### config.mk
export PLATFORM = sky130hd
export DESIGN_NAME = external_memory_bus_interface
export DESIGN_NICKNAME = d
export VERILOG_FILES = /design/src/pkg/ext_mem_pkg.sv /design/src/core/sync2.sv /design/src/core/external_memory_bus_interface.sv
export SDC_FILE = /design/constraint.sdc
export NUM_CORES = 1
export LEC_CHECK = 0
export BUFFER_PORTS_ARGS = -buffer_cell sky130_fd_sc_hd__buf_2
export CAP_MARGIN = 20
export CORE_UTILIZATION = 39
export CTS_BUF_LIST = sky130_fd_sc_hd__clkbuf_8
export DETAILED_ROUTE_END_ITERATION = 8
export GPL_TIMING_DRIVEN = 0
export PLACE_DENSITY = 0.68
export SLEW_MARGIN = 30
export SYNTH_ARGS = -nofsm -noshare
export SYNTH_HDL_FRONTEND = slang
export SYNTH_SLANG_ARGS = --single-unit
### constraint.sdc
create_clock -name clk -period 4.3 [get_ports clk]
set_input_delay 0.645 -clock clk [delete_from_list [all_inputs] [get_ports clk]]
set_output_delay 0.645 -clock clk [all_outputs]
set_load 0.1 [all_outputs]
### src/pkg/ext_mem_pkg.sv
package ext_mem_pkg;
	// register byte addresses (printed offsets are not all multiples of four: index*4)
	localparam logic [7:0] idx_config_one   = 8'hf5;
	localparam logic [7:0] idx_config_two   = 8'hf6;
	localparam logic [7:0] idx_wait_control = 8'hfc;
	localparam logic [7:0] idx_bus_control  = 8'hfd;
	localparam logic [11:0] addr_config_one   = {2'h0, idx_config_one, 2'h0};
	localparam logic [11:0] addr_config_two   = {2'h0, idx_config_two, 2'h0};
	localparam logic [11:0] addr_wait_control = {2'h0, idx_wait_control, 2'h0};
	localparam logic [11:0] addr_bus_control  = {2'h0, idx_bus_control, 2'h0};
	// reset values
	localparam logic [7:0] rst_config_one   = 8'h80;
	localparam logic [7:0] rst_config_two   = 8'h0f;
	localparam logic [7:0] rst_wait_control = 8'h7f;
	localparam logic [7:0] rst_bus_control  = 8'h00;
	// config one fields
	localparam int bit_strobe_mode    = 6;
	localparam int bit_second_strobe  = 5;
	localparam int bit_strobe_alt     = 4;
	localparam int bit_internal_tog   = 2;
	localparam int bit_drive_select   = 1;
	localparam logic [7:0] mask_config_one = 8'hf6;
	// config two fields
	localparam int bit_segment_save   = 6;
	localparam int bit_page_remap     = 5;
	localparam int bit_ext_mem_select = 4;
	localparam int lsb_lower_as       = 2;
	localparam int lsb_upper_as       = 0;
	localparam logic [7:0] mask_config_two = 8'h7f;
	// wait control fields
	localparam int bit_watchdog       = 6;
	localparam int lsb_upper_ds       = 3;
	localparam int lsb_lower_ds       = 0;
	localparam logic [7:0] mask_wait_control = 8'h7f;
	// bus control: bit0 hold input enable, bit1 low port alt, bit2 high port alt
	localparam int bit_hold_enable    = 0;
	localparam int bit_low_port_alt   = 1;
	localparam int bit_high_port_alt  = 2;
	localparam logic [7:0] mask_bus_control = 8'h07;
	localparam int addr_top_bit       = 21;
	typedef enum logic [2:0] {
		st_idle    = 3'b000,
		st_addr    = 3'b001,
		st_addr_x  = 3'b010,
		st_data    = 3'b011,
		st_data_x  = 3'b100
	} cyc_state_t;
endpackage

### src/core/sync2.sv
`timescale 1ns/10ps
// two-stage synchroniser for a pin level
module sync2
(
	input  wire logic clk,     // clock
	input  wire logic rst_n,   // sync reset, active low
	input  wire logic d,       // async level
	output logic      q        // synchronised level
);
	logic meta;
	// reset high: the pin idles high under pull-up
	always_ff @(posedge clk)
	begin
		if (!rst_n)
		begin
			meta <= 1'b1;
			q    <= 1'b1;
		end
		else
		begin
			meta <= d;
			q    <= meta;
		end
	end
endmodule

### src/core/external_memory_bus_interface.sv
`timescale 1ns/10ps
// Behaviour
// - cycle is address phase then data phase
// - low port multiplexes address low and data
// - high port drives address high all cycle
// - sample wait each phase when enabled
// - each low wait adds one cycle
// - wait stretches address or data strobe
// - wait pin bidirectional with pull-up in reset
// - strobe mode inverts address strobe to latch
// - strobe mode: data strobe is output enable
// - strobe mode: read/write becomes write enable
// - second strobe disabled: held high
// - second strobe serves lower block only
// - alt enable bit connects address strobe
// - toggle bit lets pins move internally
// - drive bit selects buffer strength
// - segment save off: push pc, flags only
// - segment save on: also push code segment
// - remap bit swaps page registers with ports
// - lower address strobe stretch, reset three
// - upper address strobe stretch, reset three
// - upper data strobe stretch, reset seven
// - lower data strobe stretch, reset seven
module external_memory_bus_interface
	import ext_mem_pkg::*;
(
	input  wire logic        clk,              // internal clock, 40 MHz
	input  wire logic        rst_n,            // sync reset, active low
	input  wire logic        psel,             // apb select
	input  wire logic        penable,          // apb enable
	input  wire logic        pwrite,           // apb direction
	input  wire logic [11:0] paddr,            // apb byte address
	input  wire logic [31:0] pwdata,           // apb write data
	output logic      [31:0] prdata,           // apb read data
	output logic             pready,           // apb ready
	output logic             pslverr,          // apb error
	input  wire logic        cyc_req,          // cpu memory request
	input  wire logic [21:0] cyc_addr,         // cpu internal address
	input  wire logic        cyc_write,        // cpu write
	input  wire logic        cyc_external,     // access goes off chip
	input  wire logic [7:0]  cyc_wdata,        // cpu write data
	output logic             cyc_ack,          // cycle done pulse
	output logic      [7:0]  cyc_rdata,        // read data
	output logic             cyc_busy,         // cycle in flight
	output logic             address_phase,    // in address phase
	output logic             data_phase,       // in data phase
	output logic      [7:0]  low_port_out,     // addr/data low byte out
	output logic      [7:0]  low_port_oe,      // low byte drive enables
	input  wire logic [7:0]  low_port_in,      // low byte pin levels
	output logic      [7:0]  high_port_out,    // address high byte
	output logic      [7:0]  high_port_oe,     // high byte drive enables
	output logic             address_strobe_n, // address strobe or latch enable
	output logic             address_strobe_oe,// address strobe drive enable
	output logic             data_strobe_n,    // data strobe or output enable
	output logic             second_data_strobe_n, // lower block strobe
	output logic             rw_n,             // read/write or write enable
	input  wire logic        hold_n_pin,       // wait pin level, active low
	output logic             hold_pin_pullup,  // weak pull-up on wait pin
	output logic             hold_pin_bidir,   // wait pin bidirectional mode
	output logic             output_drive_select, // strong buffers
	output logic             segment_save_enable, // to interrupt engine
	output logic             page_register_remap, // to page decode
	output logic             external_memory_select, // memory select
	output logic             watchdog_enable   // to timer
);
	logic [7:0]  config_one;
	logic [7:0]  config_two;
	logic [7:0]  wait_control;
	logic [7:0]  bus_control;
	logic        hold_n_sync;
	cyc_state_t  state;
	logic [2:0]  stretch_cnt;
	logic [21:0] lat_addr;
	logic        lat_write;
	logic        lat_ext;
	logic [7:0]  lat_wdata;
	logic        apb_write;
	logic        apb_hit;
	logic        upper_blk;
	logic        hold_active;
	logic        strobe_mode;
	logic        ds2_en;
	logic        pins_move;
	logic        as_raw_n;
	logic        ds_raw_n;
	logic        rw_level;
	logic        addr_done;
	logic        start_moves;

	sync2 u_hold_sync
	(
		.clk  (clk),
		.rst_n(rst_n),
		.d    (hold_n_pin),
		.q    (hold_n_sync)
	);

	// apb: zero-wait slave, unmapped gives error
	assign pready    = 1'b1;
	assign apb_write = psel && penable && pwrite;
	always_comb
	begin
		apb_hit = (paddr == addr_config_one) || (paddr == addr_config_two) ||
			(paddr == addr_wait_control) || (paddr == addr_bus_control);
	end
	assign pslverr = psel && penable && !apb_hit;

	// register writes
	always_ff @(posedge clk)
	begin
		if (!rst_n)
		begin
			config_one   <= rst_config_one;
			config_two   <= rst_config_two;
			wait_control <= rst_wait_control;
			bus_control  <= rst_bus_control;
		end
		else if (apb_write)
		begin
			case (paddr)
				addr_config_one:   config_one   <= pwdata[7:0] & mask_config_one;
				addr_config_two:   config_two   <= pwdata[7:0] & mask_config_two;
				addr_wait_control: wait_control <= pwdata[7:0] & mask_wait_control;
				addr_bus_control:  bus_control  <= pwdata[7:0] & mask_bus_control;
				default:           config_one   <= config_one;
			endcase
		end
	end

	// read mux, registered
	always_ff @(posedge clk)
	begin
		if (!rst_n)
			prdata <= 32'h0;
		else if (psel && !penable && !pwrite)
		begin
			case (paddr)
				addr_config_one:   prdata <= {24'h0, config_one};
				addr_config_two:   prdata <= {24'h0, config_two};
				addr_wait_control: prdata <= {24'h0, wait_control};
				addr_bus_control:  prdata <= {24'h0, bus_control};
				default:           prdata <= 32'h0;
			endcase
		end
	end

	// static controls handed to other blocks
	assign output_drive_select    = config_one[bit_drive_select];
	assign segment_save_enable    = config_two[bit_segment_save];
	assign page_register_remap    = config_two[bit_page_remap];
	assign external_memory_select = config_two[bit_ext_mem_select];
	assign watchdog_enable        = wait_control[bit_watchdog];
	assign strobe_mode = config_one[bit_strobe_mode];
	assign ds2_en      = config_one[bit_second_strobe];
	// pin stays pulled up and bidirectional in reset and after
	assign hold_pin_pullup = 1'b1;
	assign hold_pin_bidir  = 1'b1;

	// wait only counts when enabled; otherwise stretches alone
	assign hold_active = bus_control[bit_hold_enable] && !hold_n_sync;
	assign upper_blk   = lat_addr[addr_top_bit];

	// cycle engine: address phase, data phase, each stretchable
	always_ff @(posedge clk)
	begin
		if (!rst_n)
		begin
			state       <= st_idle;
			stretch_cnt <= 3'h0;
			lat_addr    <= 22'h0;
			lat_write   <= 1'b0;
			lat_ext     <= 1'b0;
			lat_wdata   <= 8'h0;
		end
		else
		begin
			case (state)
				st_idle:
				begin
					if (cyc_req)
					begin
						state     <= st_addr;
						lat_addr  <= cyc_addr;
						lat_write <= cyc_write;
						lat_ext   <= cyc_external;
						lat_wdata <= cyc_wdata;
						stretch_cnt <= cyc_addr[addr_top_bit] ?
							{1'b0, config_two[lsb_upper_as +: 2]} :
							{1'b0, config_two[lsb_lower_as +: 2]};
					end
				end
				st_addr, st_addr_x:
				begin
					if (hold_active)
						state <= st_addr_x;
					else if (stretch_cnt != 3'h0)
					begin
						state       <= st_addr_x;
						stretch_cnt <= stretch_cnt - 3'h1;
					end
					else
					begin
						state       <= st_data;
						stretch_cnt <= upper_blk ? wait_control[lsb_upper_ds +: 3] :
							wait_control[lsb_lower_ds +: 3];
					end
				end
				st_data, st_data_x:
				begin
					if (hold_active)
						state <= st_data_x;
					else if (stretch_cnt != 3'h0)
					begin
						state       <= st_data_x;
						stretch_cnt <= stretch_cnt - 3'h1;
					end
					else
						state <= st_idle;
				end
				default: state <= st_idle;
			endcase
		end
	end

	assign address_phase = (state == st_addr) || (state == st_addr_x);
	assign data_phase    = (state == st_data) || (state == st_data_x);
	assign cyc_busy      = (state != st_idle);
	assign cyc_ack = data_phase && !hold_active && (stretch_cnt == 3'h0);

	// read data captured at end of data phase
	always_ff @(posedge clk)
	begin
		if (!rst_n)
			cyc_rdata <= 8'h0;
		else if (cyc_ack && !lat_write && lat_ext)
			cyc_rdata <= low_port_in;
	end

	// internal cycles move pins only with toggle bit set
	assign pins_move   = lat_ext || config_one[bit_internal_tog];
	assign start_moves = (state == st_idle) && cyc_req &&
		(cyc_external || config_one[bit_internal_tog]);
	assign addr_done   = address_phase && !hold_active && (stretch_cnt == 3'h0);

	// address goes out on the request edge: a later load would miss the strobe
	always_ff @(posedge clk)
	begin
		if (!rst_n)
		begin
			low_port_out  <= 8'hff;
			high_port_out <= 8'hff;
			rw_level      <= 1'b1;
		end
		else if (start_moves)
		begin
			high_port_out <= cyc_addr[15:8];
			low_port_out  <= cyc_addr[7:0];
			rw_level      <= !cyc_write;
		end
		else if (addr_done && pins_move)
			low_port_out <= lat_wdata;
	end

	// classic: level over cycle; strobe mode: write enable in data strobe time
	assign rw_n = strobe_mode ? !(lat_write && lat_ext && data_phase) : rw_level;

	// low port floats during a read data phase so memory can drive it
	assign low_port_oe  = {8{bus_control[bit_low_port_alt] &&
		!(data_phase && !lat_write && pins_move)}};
	assign high_port_oe = {8{bus_control[bit_high_port_alt]}};

	// raw strobes, active low, classic timing
	assign as_raw_n = !(address_phase && pins_move);
	assign ds_raw_n = !(data_phase && lat_ext && !(strobe_mode && lat_write));
	// latch enable is the inverted strobe
	assign address_strobe_n  = strobe_mode ? !as_raw_n : as_raw_n;
	assign address_strobe_oe = config_one[bit_strobe_alt];
	// lower block routes to the second strobe when enabled
	assign data_strobe_n = (ds2_en && !upper_blk) ? 1'b1 : ds_raw_n;
	assign second_data_strobe_n = (ds2_en && !upper_blk) ? ds_raw_n : 1'b1;

	// checks
	property p_two_phase;
		@(posedge clk) disable iff (!rst_n)
		(state == st_idle && cyc_req) |=> address_phase;
	endproperty
	a_two_phase: assert property (p_two_phase) else $error("no address phase");

	property p_addr_then_data;
		@(posedge clk) disable iff (!rst_n)
		(address_phase && !hold_active && stretch_cnt == 3'h0) |=> (state == st_data);
	endproperty
	a_addr_then_data: assert property (p_addr_then_data) else $error("bad phase");

	property p_hold_stretches;
		@(posedge clk) disable iff (!rst_n)
		(data_phase && hold_active) |=> data_phase;
	endproperty
	a_hold_stretches: assert property (p_hold_stretches) else $error("wait lost");

	property p_hold_as;
		@(posedge clk) disable iff (!rst_n)
		(address_phase && hold_active) |=> address_phase;
	endproperty
	a_hold_as: assert property (p_hold_as) else $error("as not stretched");

	property p_ds2_off;
		@(posedge clk) disable iff (!rst_n)
		!ds2_en |-> second_data_strobe_n;
	endproperty
	a_ds2_off: assert property (p_ds2_off) else $error("second strobe active");

	property p_oe_write;
		@(posedge clk) disable iff (!rst_n)
		(strobe_mode && lat_write) |-> (ds_raw_n && data_strobe_n);
	endproperty
	a_oe_write: assert property (p_oe_write) else $error("oe on write");

	property p_lower_as_stretch;
		@(posedge clk) disable iff (!rst_n)
		(state == st_idle && cyc_req && !cyc_addr[addr_top_bit] &&
			config_two[3:2] == 2'h3 && !bus_control[bit_hold_enable])
		|=> address_phase [*4] ##1 data_phase;
	endproperty
	a_lower_as_stretch: assert property (p_lower_as_stretch) else $error("as stretch");

	property p_internal_quiet;
		@(posedge clk) disable iff (!rst_n)
		(cyc_busy && !lat_ext) |-> (data_strobe_n && second_data_strobe_n);
	endproperty
	a_internal_quiet: assert property (p_internal_quiet) else $error("ds internal");

	property p_addr_on_pins;
		@(posedge clk) disable iff (!rst_n)
		(address_phase && pins_move) |-> ({high_port_out, low_port_out} == lat_addr[15:0]);
	endproperty
	a_addr_on_pins: assert property (p_addr_on_pins) else $error("address not on pins");

	property p_write_enable;
		@(posedge clk) disable iff (!rst_n)
		(strobe_mode && data_phase && lat_ext) |-> (rw_n == !lat_write);
	endproperty
	a_write_enable: assert property (p_write_enable) else $error("write enable timing");

	c_ext_read:  cover property (@(posedge clk) disable iff (!rst_n)
		cyc_ack && lat_ext && !lat_write);
	c_ext_write: cover property (@(posedge clk) disable iff (!rst_n)
		cyc_ack && lat_ext && lat_write);
	c_hold:      cover property (@(posedge clk) disable iff (!rst_n)
		data_phase && hold_active);
endmodule

==> results of run 1 <==
-- routing by layer --
metal,wire length (um),GRT usage,part of all wire
met5,0,0,0
met4,204,0.0802,0.018
met3,786,0.0603,0.068
met2,5340,0.356,0.46
met1,5160,0.270,0.45
-- final timing paths --
kind                            slack [ps]        startpoint              to
worst min register to register         400  u_hold_sync.meta   u_hold_sync.q
worst max register to register        2190    stretch_cnt[0]    cyc_rdata[5]
worst min-delay path                   400  u_hold_sync.meta   u_hold_sync.q
worst max-delay path                  1330          state[0]  low_port_oe[5]
-- cell usage in the layout (no fill, tap or decap), drive strengths merged, types with 3 or more instances in the layout --
cell type	count
a31oi	6
a22oi	8
nand2	49
mux2	3
nor2b	5
nand3	62
o22a	4
nor3	4
o21ai	53
and2	5
conb	27
xnor2	3
and3	5
or4	3
mux2i	12
dfxtp	75
nand2b	6
o41ai	3
buf	183
inv	5
clkinvlp	3
clkinv	3
nor2	16
a21oi	41
nand4	7
clkbuf	25
-- worst reg2reg max path, cell delays in order, from the launching register on --
cell and delay (ps):
dfxtp_1 320, inv_1 70, ha_1 150, ha_1 140, buf_2 210, nor3b_1 820, nand3_1 160, a21oi_1 160
-- power by group through the flow --
stage,sequential [mW],combinational (mW),clock (mW)
floorplan,1.04,0.663,0
global placement,0.821,1.05,0
detailed placement,0.825,1.07,0
CTS,0.809,1.07,0.617
global route,0.818,1.14,0.647
finish,0.810,1.07,0.605
-- flip-flops by register name (all words and copies together) (netlist names), 3 cells and up --
name,cells
bus_control,3
config_one,6
config_two,7
cyc_rdata,8
high_port_out,8
lat_wdata,8
low_port_out,8
prdata,8
state,3
stretch_cnt,3
wait_control,7
-- cell families after synthesis --
kind of cell / Yosys count
compound gates: 132
xor+xnor: 4
fa+ha+maj: 2
buf+inv: 81
flops: 75
mux: 15
other cells: 2
simple gates: 176
-- per-stage QoR --
stage | area, um2 | setup slack (ps) | hold slack [ps]
after global placement | 4870 | 1700 | 394
after global routing | 5090 | 1180 | 424
after CTS | 5090 | 1320 | 409
after floorplan | 4090 | 614 | 386
after detailed placement | 4870 | 1690 | 396
final | 5090 | 1330 | 405
-- area by class of cell --
| class | instances | share of cell area |
|---|---|---|
| clock buffer | 9 | 0.0243 |
| clock inverter | 7 | 0.0182 |
| sequential | 75 | 0.295 |
| multi-input combinational | 356 | 0.406 |
| timing repair buffer | 124 | 0.122 |
| tap | 133 | 0.0327 |
| buffer | 75 | 0.0976 |
| inverter | 6 | 0.00443 |
==> impl_metrics.toml, run 1 <==
[pwr]
pwr-share-seq = 0.326
clockPowerShare = 0.244
power_mw = 2.48
peakVddDrop_mv = 0.207
p_per_area_nw_per_um2 = 488
power_leakage_nw = 2.29
swShare = 0.452
p_sw_mw = 1.12
combPwrFrac = 0.430
intPower_mw = 1.36

[synth]
syn_inst = 487
synth_edf_count = 0
synth_top_area_share = 0.377
muxShareOfSynthArea = 0.0386
synth_top_area_cell = "dfxtp_1"
synthAdderAreaFrac = 0.00628
synth_area_per_cell_um2 = 8.19
synth.most_common_cell = "dfxtp_1"
synthesis.area_um2 = 3990
synth_ff_type = "dfxtp_1"
synthArstFlopShare = 0
synth_common_cells = "dfxtp_1 (75), nand3_1 (62), nand2_1 (48), buf_4 (44), o21ai_0 (43)"
synth_top_family_by_area = "simple AND/OR/NAND/NOR gates"
synthSimpleGateAreaFrac = 0.236
synth.area.top_cells = "dfxtp_1 (38%), buf_4 (8.3%), nand3_1 (7.8%), o21ai_0 (5.4%), a21oi_1 (5.1%)"
synth_warnings = 0
yosys_register_bits = 75
synth_cell_types = 61
seq_area_frac_synth = 0.377
synth_xor_area_frac = 0.00879
synth_compound_area_frac = 0.202

[clocking]
cts_setup_buffers = 0
cts_root_buf = "clkbuf_8"
cts_made_buffers = 9
cts.clk_slew.worst_paths_ps = 90
cts.htree.levels = 3
cts.repair.resized = 0
cts.sinks = 75
hold_buffers = 0
cts_tree = "done"
clock_tree.buffer_depth = 2
worstSkewPairLatency_ps = 360

[sta]
worstMarginPinSlew_ps = 979
hold_viol = 0
finalSetupTns_ps = 0
relSlewSlack = 0.346
finalCriticalPeriod_ps = 2970
fmax_ghz = 0.337
fin_worst_skew_ps = 9.52
setup_violations = 0
fin_crit_sh = 0.691
rsz0062_at_grt = "false"
drv_slew = 0

[setup_path]
crit_chain = "buf_4, nand3b_1, nand2_1, a21boi_2, buf_4, buf_2"
cp_max_fo = 10
crit_path_top_delay_cell = "a21boi_2"
max_stage_delay_ps = 410
endpoint_kind = "output pin"
worst-setup-path-type = "reg -> out"
worst-path-stages = 6
cp.required_ps = 3650
cp_top_family = "buffers and inverters"
cp_data_arrival_time_ps = 2330
crit_top_cell = "buf_4"
cp-start-kind = "flop"
rr_worst_depth = 7
critPathBufInv = 3

[final_layout]
final_layout_size_suffix_gt1_frac = 0.331
multiInputGateArea_um2 = 2060
area_delta_synth_final_pct = 27.6
instances_no_fill = 785
final_util = 0.518
n_antenna_cell = 0
fillCellCount = 979
seqCellArea_um2 = 1500
nNetsFinal = 740

[global_route]
grt_max_degree = 14
grt_pass1_vias = 3615
grt-ovfl-total = 0
antenna_found_initial = 0
grt.total_usage = 0.216
grt_pass1_wl_mm = 17.5

[floorplan]
die_y_um = 103
ioPinCount = 181
die_area_um2 = 10600
rows = 36
initial_core_util = 0.406
die_w_um = 103
core-area_um2 = 9820

[placed_design]
io_buffers = 124
dp_cells = 769
gp_congestion = 0.911
place_hpwl_mm = 8.70

[route]
wl_per_cell_um = 14.6
first_pass_iters = 4
num_vias = 4000
routed_wl_mm = 11.5
viasPerCell = 5.10
ant_nets = 0
drcViolationCount = 0
drtIter0Drc = 154

[status]
outcome = "finished clean"

[job]
drv.max_cap_violation_count = 0

[hold_path]
worstHoldPathType = "reg -> reg"
hold_depth = 1
Note: power is estimated with default switching activity, not from simulation.
==> run 2, diff against run 1 <==
- ABC_AREA: default -> 1
- PLACE_DENSITY: 0.68 -> 0.69
- clock period: 4.3 -> 3.1 ns (I/O delays scaled with it)
==> run 2 against run 1 <==
  * Clock power is 39% higher
  * Sequential power increased by 43%
  * Combinational power is 46% higher
  * Largest power group unchanged
==> impl_metrics.toml, run 2 <==
[status]
outcome = "finished clean"

[synth]
synth.most_common_cell = "nand2_1"
seq_area_frac_synth = 0.402
yosys_register_bits = 75
syn_inst = 506
synth_cell_types = 38
synthArstFlopShare = 0
synth_top_area_share = 0.402
synthesis.area_um2 = 3740
synth.area.top_cells = "dfxtp_1 (40%), nand2_1 (9.3%), buf_4 (8.8%), nand3_1 (6.6%), nor2_1 (5.5%)"
synth_area_per_cell_um2 = 7.39
synth_top_area_cell = "dfxtp_1"
synth_ff_type = "dfxtp_1"
synth_warnings = 0
synth_edf_count = 0
synth_common_cells = "nand2_1 (93), dfxtp_1 (75), nor2_1 (55), nand3_1 (49), buf_4 (44)"

[final_layout]
area_delta_synth_final_pct = 29.7
n_antenna_cell = 0
nNetsFinal = 758
final_util = 0.522
fillCellCount = 943
final_layout_size_suffix_gt1_frac = 0.333
mostFrequentLayoutCell = "buf_2"
layout_common_cells = "buf_2 (128), nand2_1 (93), dfxtp_1 (75), nor2_1 (55), nand3_1 (49)"

[global_route]
use_met1 = 0.244
grt_pass1_vias = 3380
use_met3 = 0.0404
top_usage_layer = "met2"
grtUsageMet2 = 0.344
grt-ovfl-total = 0
grt_pass1_wl_mm = 15.7
antenna_found_initial = 0
grt_max_degree = 13
grt.total_usage = 0.200

[sta]
finalCriticalPeriod_ps = 2760
worstMarginPinSlew_ps = 658
whs_ps = 287
fin_crit_sh = 0.889
hold_viol = 0
setup_violations = 0
fmax_ghz = 0.363
relSlewSlack = 0.560
drv_slew = 0
fin_worst_skew_ps = 11.8
finalSetupTns_ps = 0
rsz0062_at_grt = "false"

[floorplan]
rows = 35
initial_core_util = 0.403
die_area_um2 = 9980
core-area_um2 = 9280
ioPinCount = 181
die_y_um = 99.9
die_w_um = 99.9

[job]
drv.max_cap_violation_count = 0

[setup_path]
cp_max_fo = 6
endpoint_kind = "output pin"
cp.required_ps = 2630
cp-start-kind = "flop"
cp_data_arrival_time_ps = 2290
worst-setup-path-type = "reg -> out"

[route]
ant_nets = 0
viasPerCell = 4.75
drcViolationCount = 0
drtIter0Drc = 227
num_vias = 3793
routed_wl_mm = 9.87
first_pass_iters = 5
wl_per_cell_um = 12.4

[pwr]
swShare = 0.470
intPower_mw = 1.89
p_sw_mw = 1.67
pwr-share-seq = 0.326
power_leakage_nw = 2.44
peakVddDrop_mv = 0.392
combPwrFrac = 0.439
power_mw = 3.56
p_per_area_nw_per_um2 = 735
clockPowerShare = 0.235

[clocking]
cts_made_buffers = 9
clock_tree.buffer_depth = 2
cts_setup_buffers = 0
cts.clk_slew.worst_paths_ps = 80
cts_tree = "done"
cts.htree.levels = 3
hold_buffers = 0
cts.sinks = 75
cts_root_buf = "clkbuf_8"
cts.repair.resized = 0
worstSkewPairLatency_ps = 360

[hold_path]
worstHoldPathType = "in -> reg"

[placed_design]
place_hpwl_mm = 7.62
io_buffers = 123
gp_congestion = 0.859
run 2: critical path, stage by stage (launching register included):
cell	delay [ps]
dfxtp_1	300
inv_1	110
ha_1	180
ha_1	300
inv_2	70
nor2_1	260
inv_1	120
nor2_4	150
buf_2	450
run 2: logic make-up (layout without fill, tap and decap cells):
kind of cell             count (synthesis)  count (layout)  share of synthesized area
AND/OR/NAND/NOR                        244             244                      0.309
buffers and inverters                  101             239                      0.153
AO/OA/AOI/OAI                           81              81                      0.126
flip-flops                              75              75                      0.402
adder cells (fa/ha/maj)                  2               2                    0.00669
other                                    2              27                    0.00201
XOR/XNOR                                 1               1                    0.00234
run 2: power groups by stage:
stage	clock network, mW	registers, mW	logic (mW)
2_1_floorplan	0	1.54	0.937
3_3_place_gp	0	1.18	1.54
3_5_place_dp	0	1.18	1.56
4_1_cts	0.845	1.16	1.57
5_1_grt	0.880	1.18	1.69
6_report	0.838	1.16	1.56
run 2: cell type report:
type,instances,area [um2],area share
multi-input cells,355,1790,0.368
flip-flops and latches,75,1500,0.310
clock buffers,10,138,0.0284
plain buffers,59,408,0.0841
repair buffers,123,616,0.127
inverters,42,163,0.0335
clock inverters,5,77.6,0.0160
well taps,129,161,0.0333
run 2: metrics by stage:
step	worst slack [ps]	instance area, um2	std cells
floorplan	28.4	3860	531
global placement	752	4630	783
detailed placement	736	4630	783
CTS	335	4850	798
global route	154	4850	798
finish	343	4850	798
run 2: path summary, 6_finish.rpt:
path | startpoint | end | slack, ps | depth (start not counted)
worst min-delay path | hold_n_pin | u_hold_sync.meta | 290 | 2
worst max-delay path | stretch_cnt[0] | cyc_ack | 340 | 8
worst max register to register | stretch_cnt[0] | cyc_rdata[6] | 1120 | 10
worst min register to register | u_hold_sync.meta | u_hold_sync.q | 420 | 1
run 2: metal layers:
layer  wire [um]  part of all wire
met3         622             0.063
met2        4720              0.48
met4         215             0.022
met5           0                 0
met1        4310              0.44
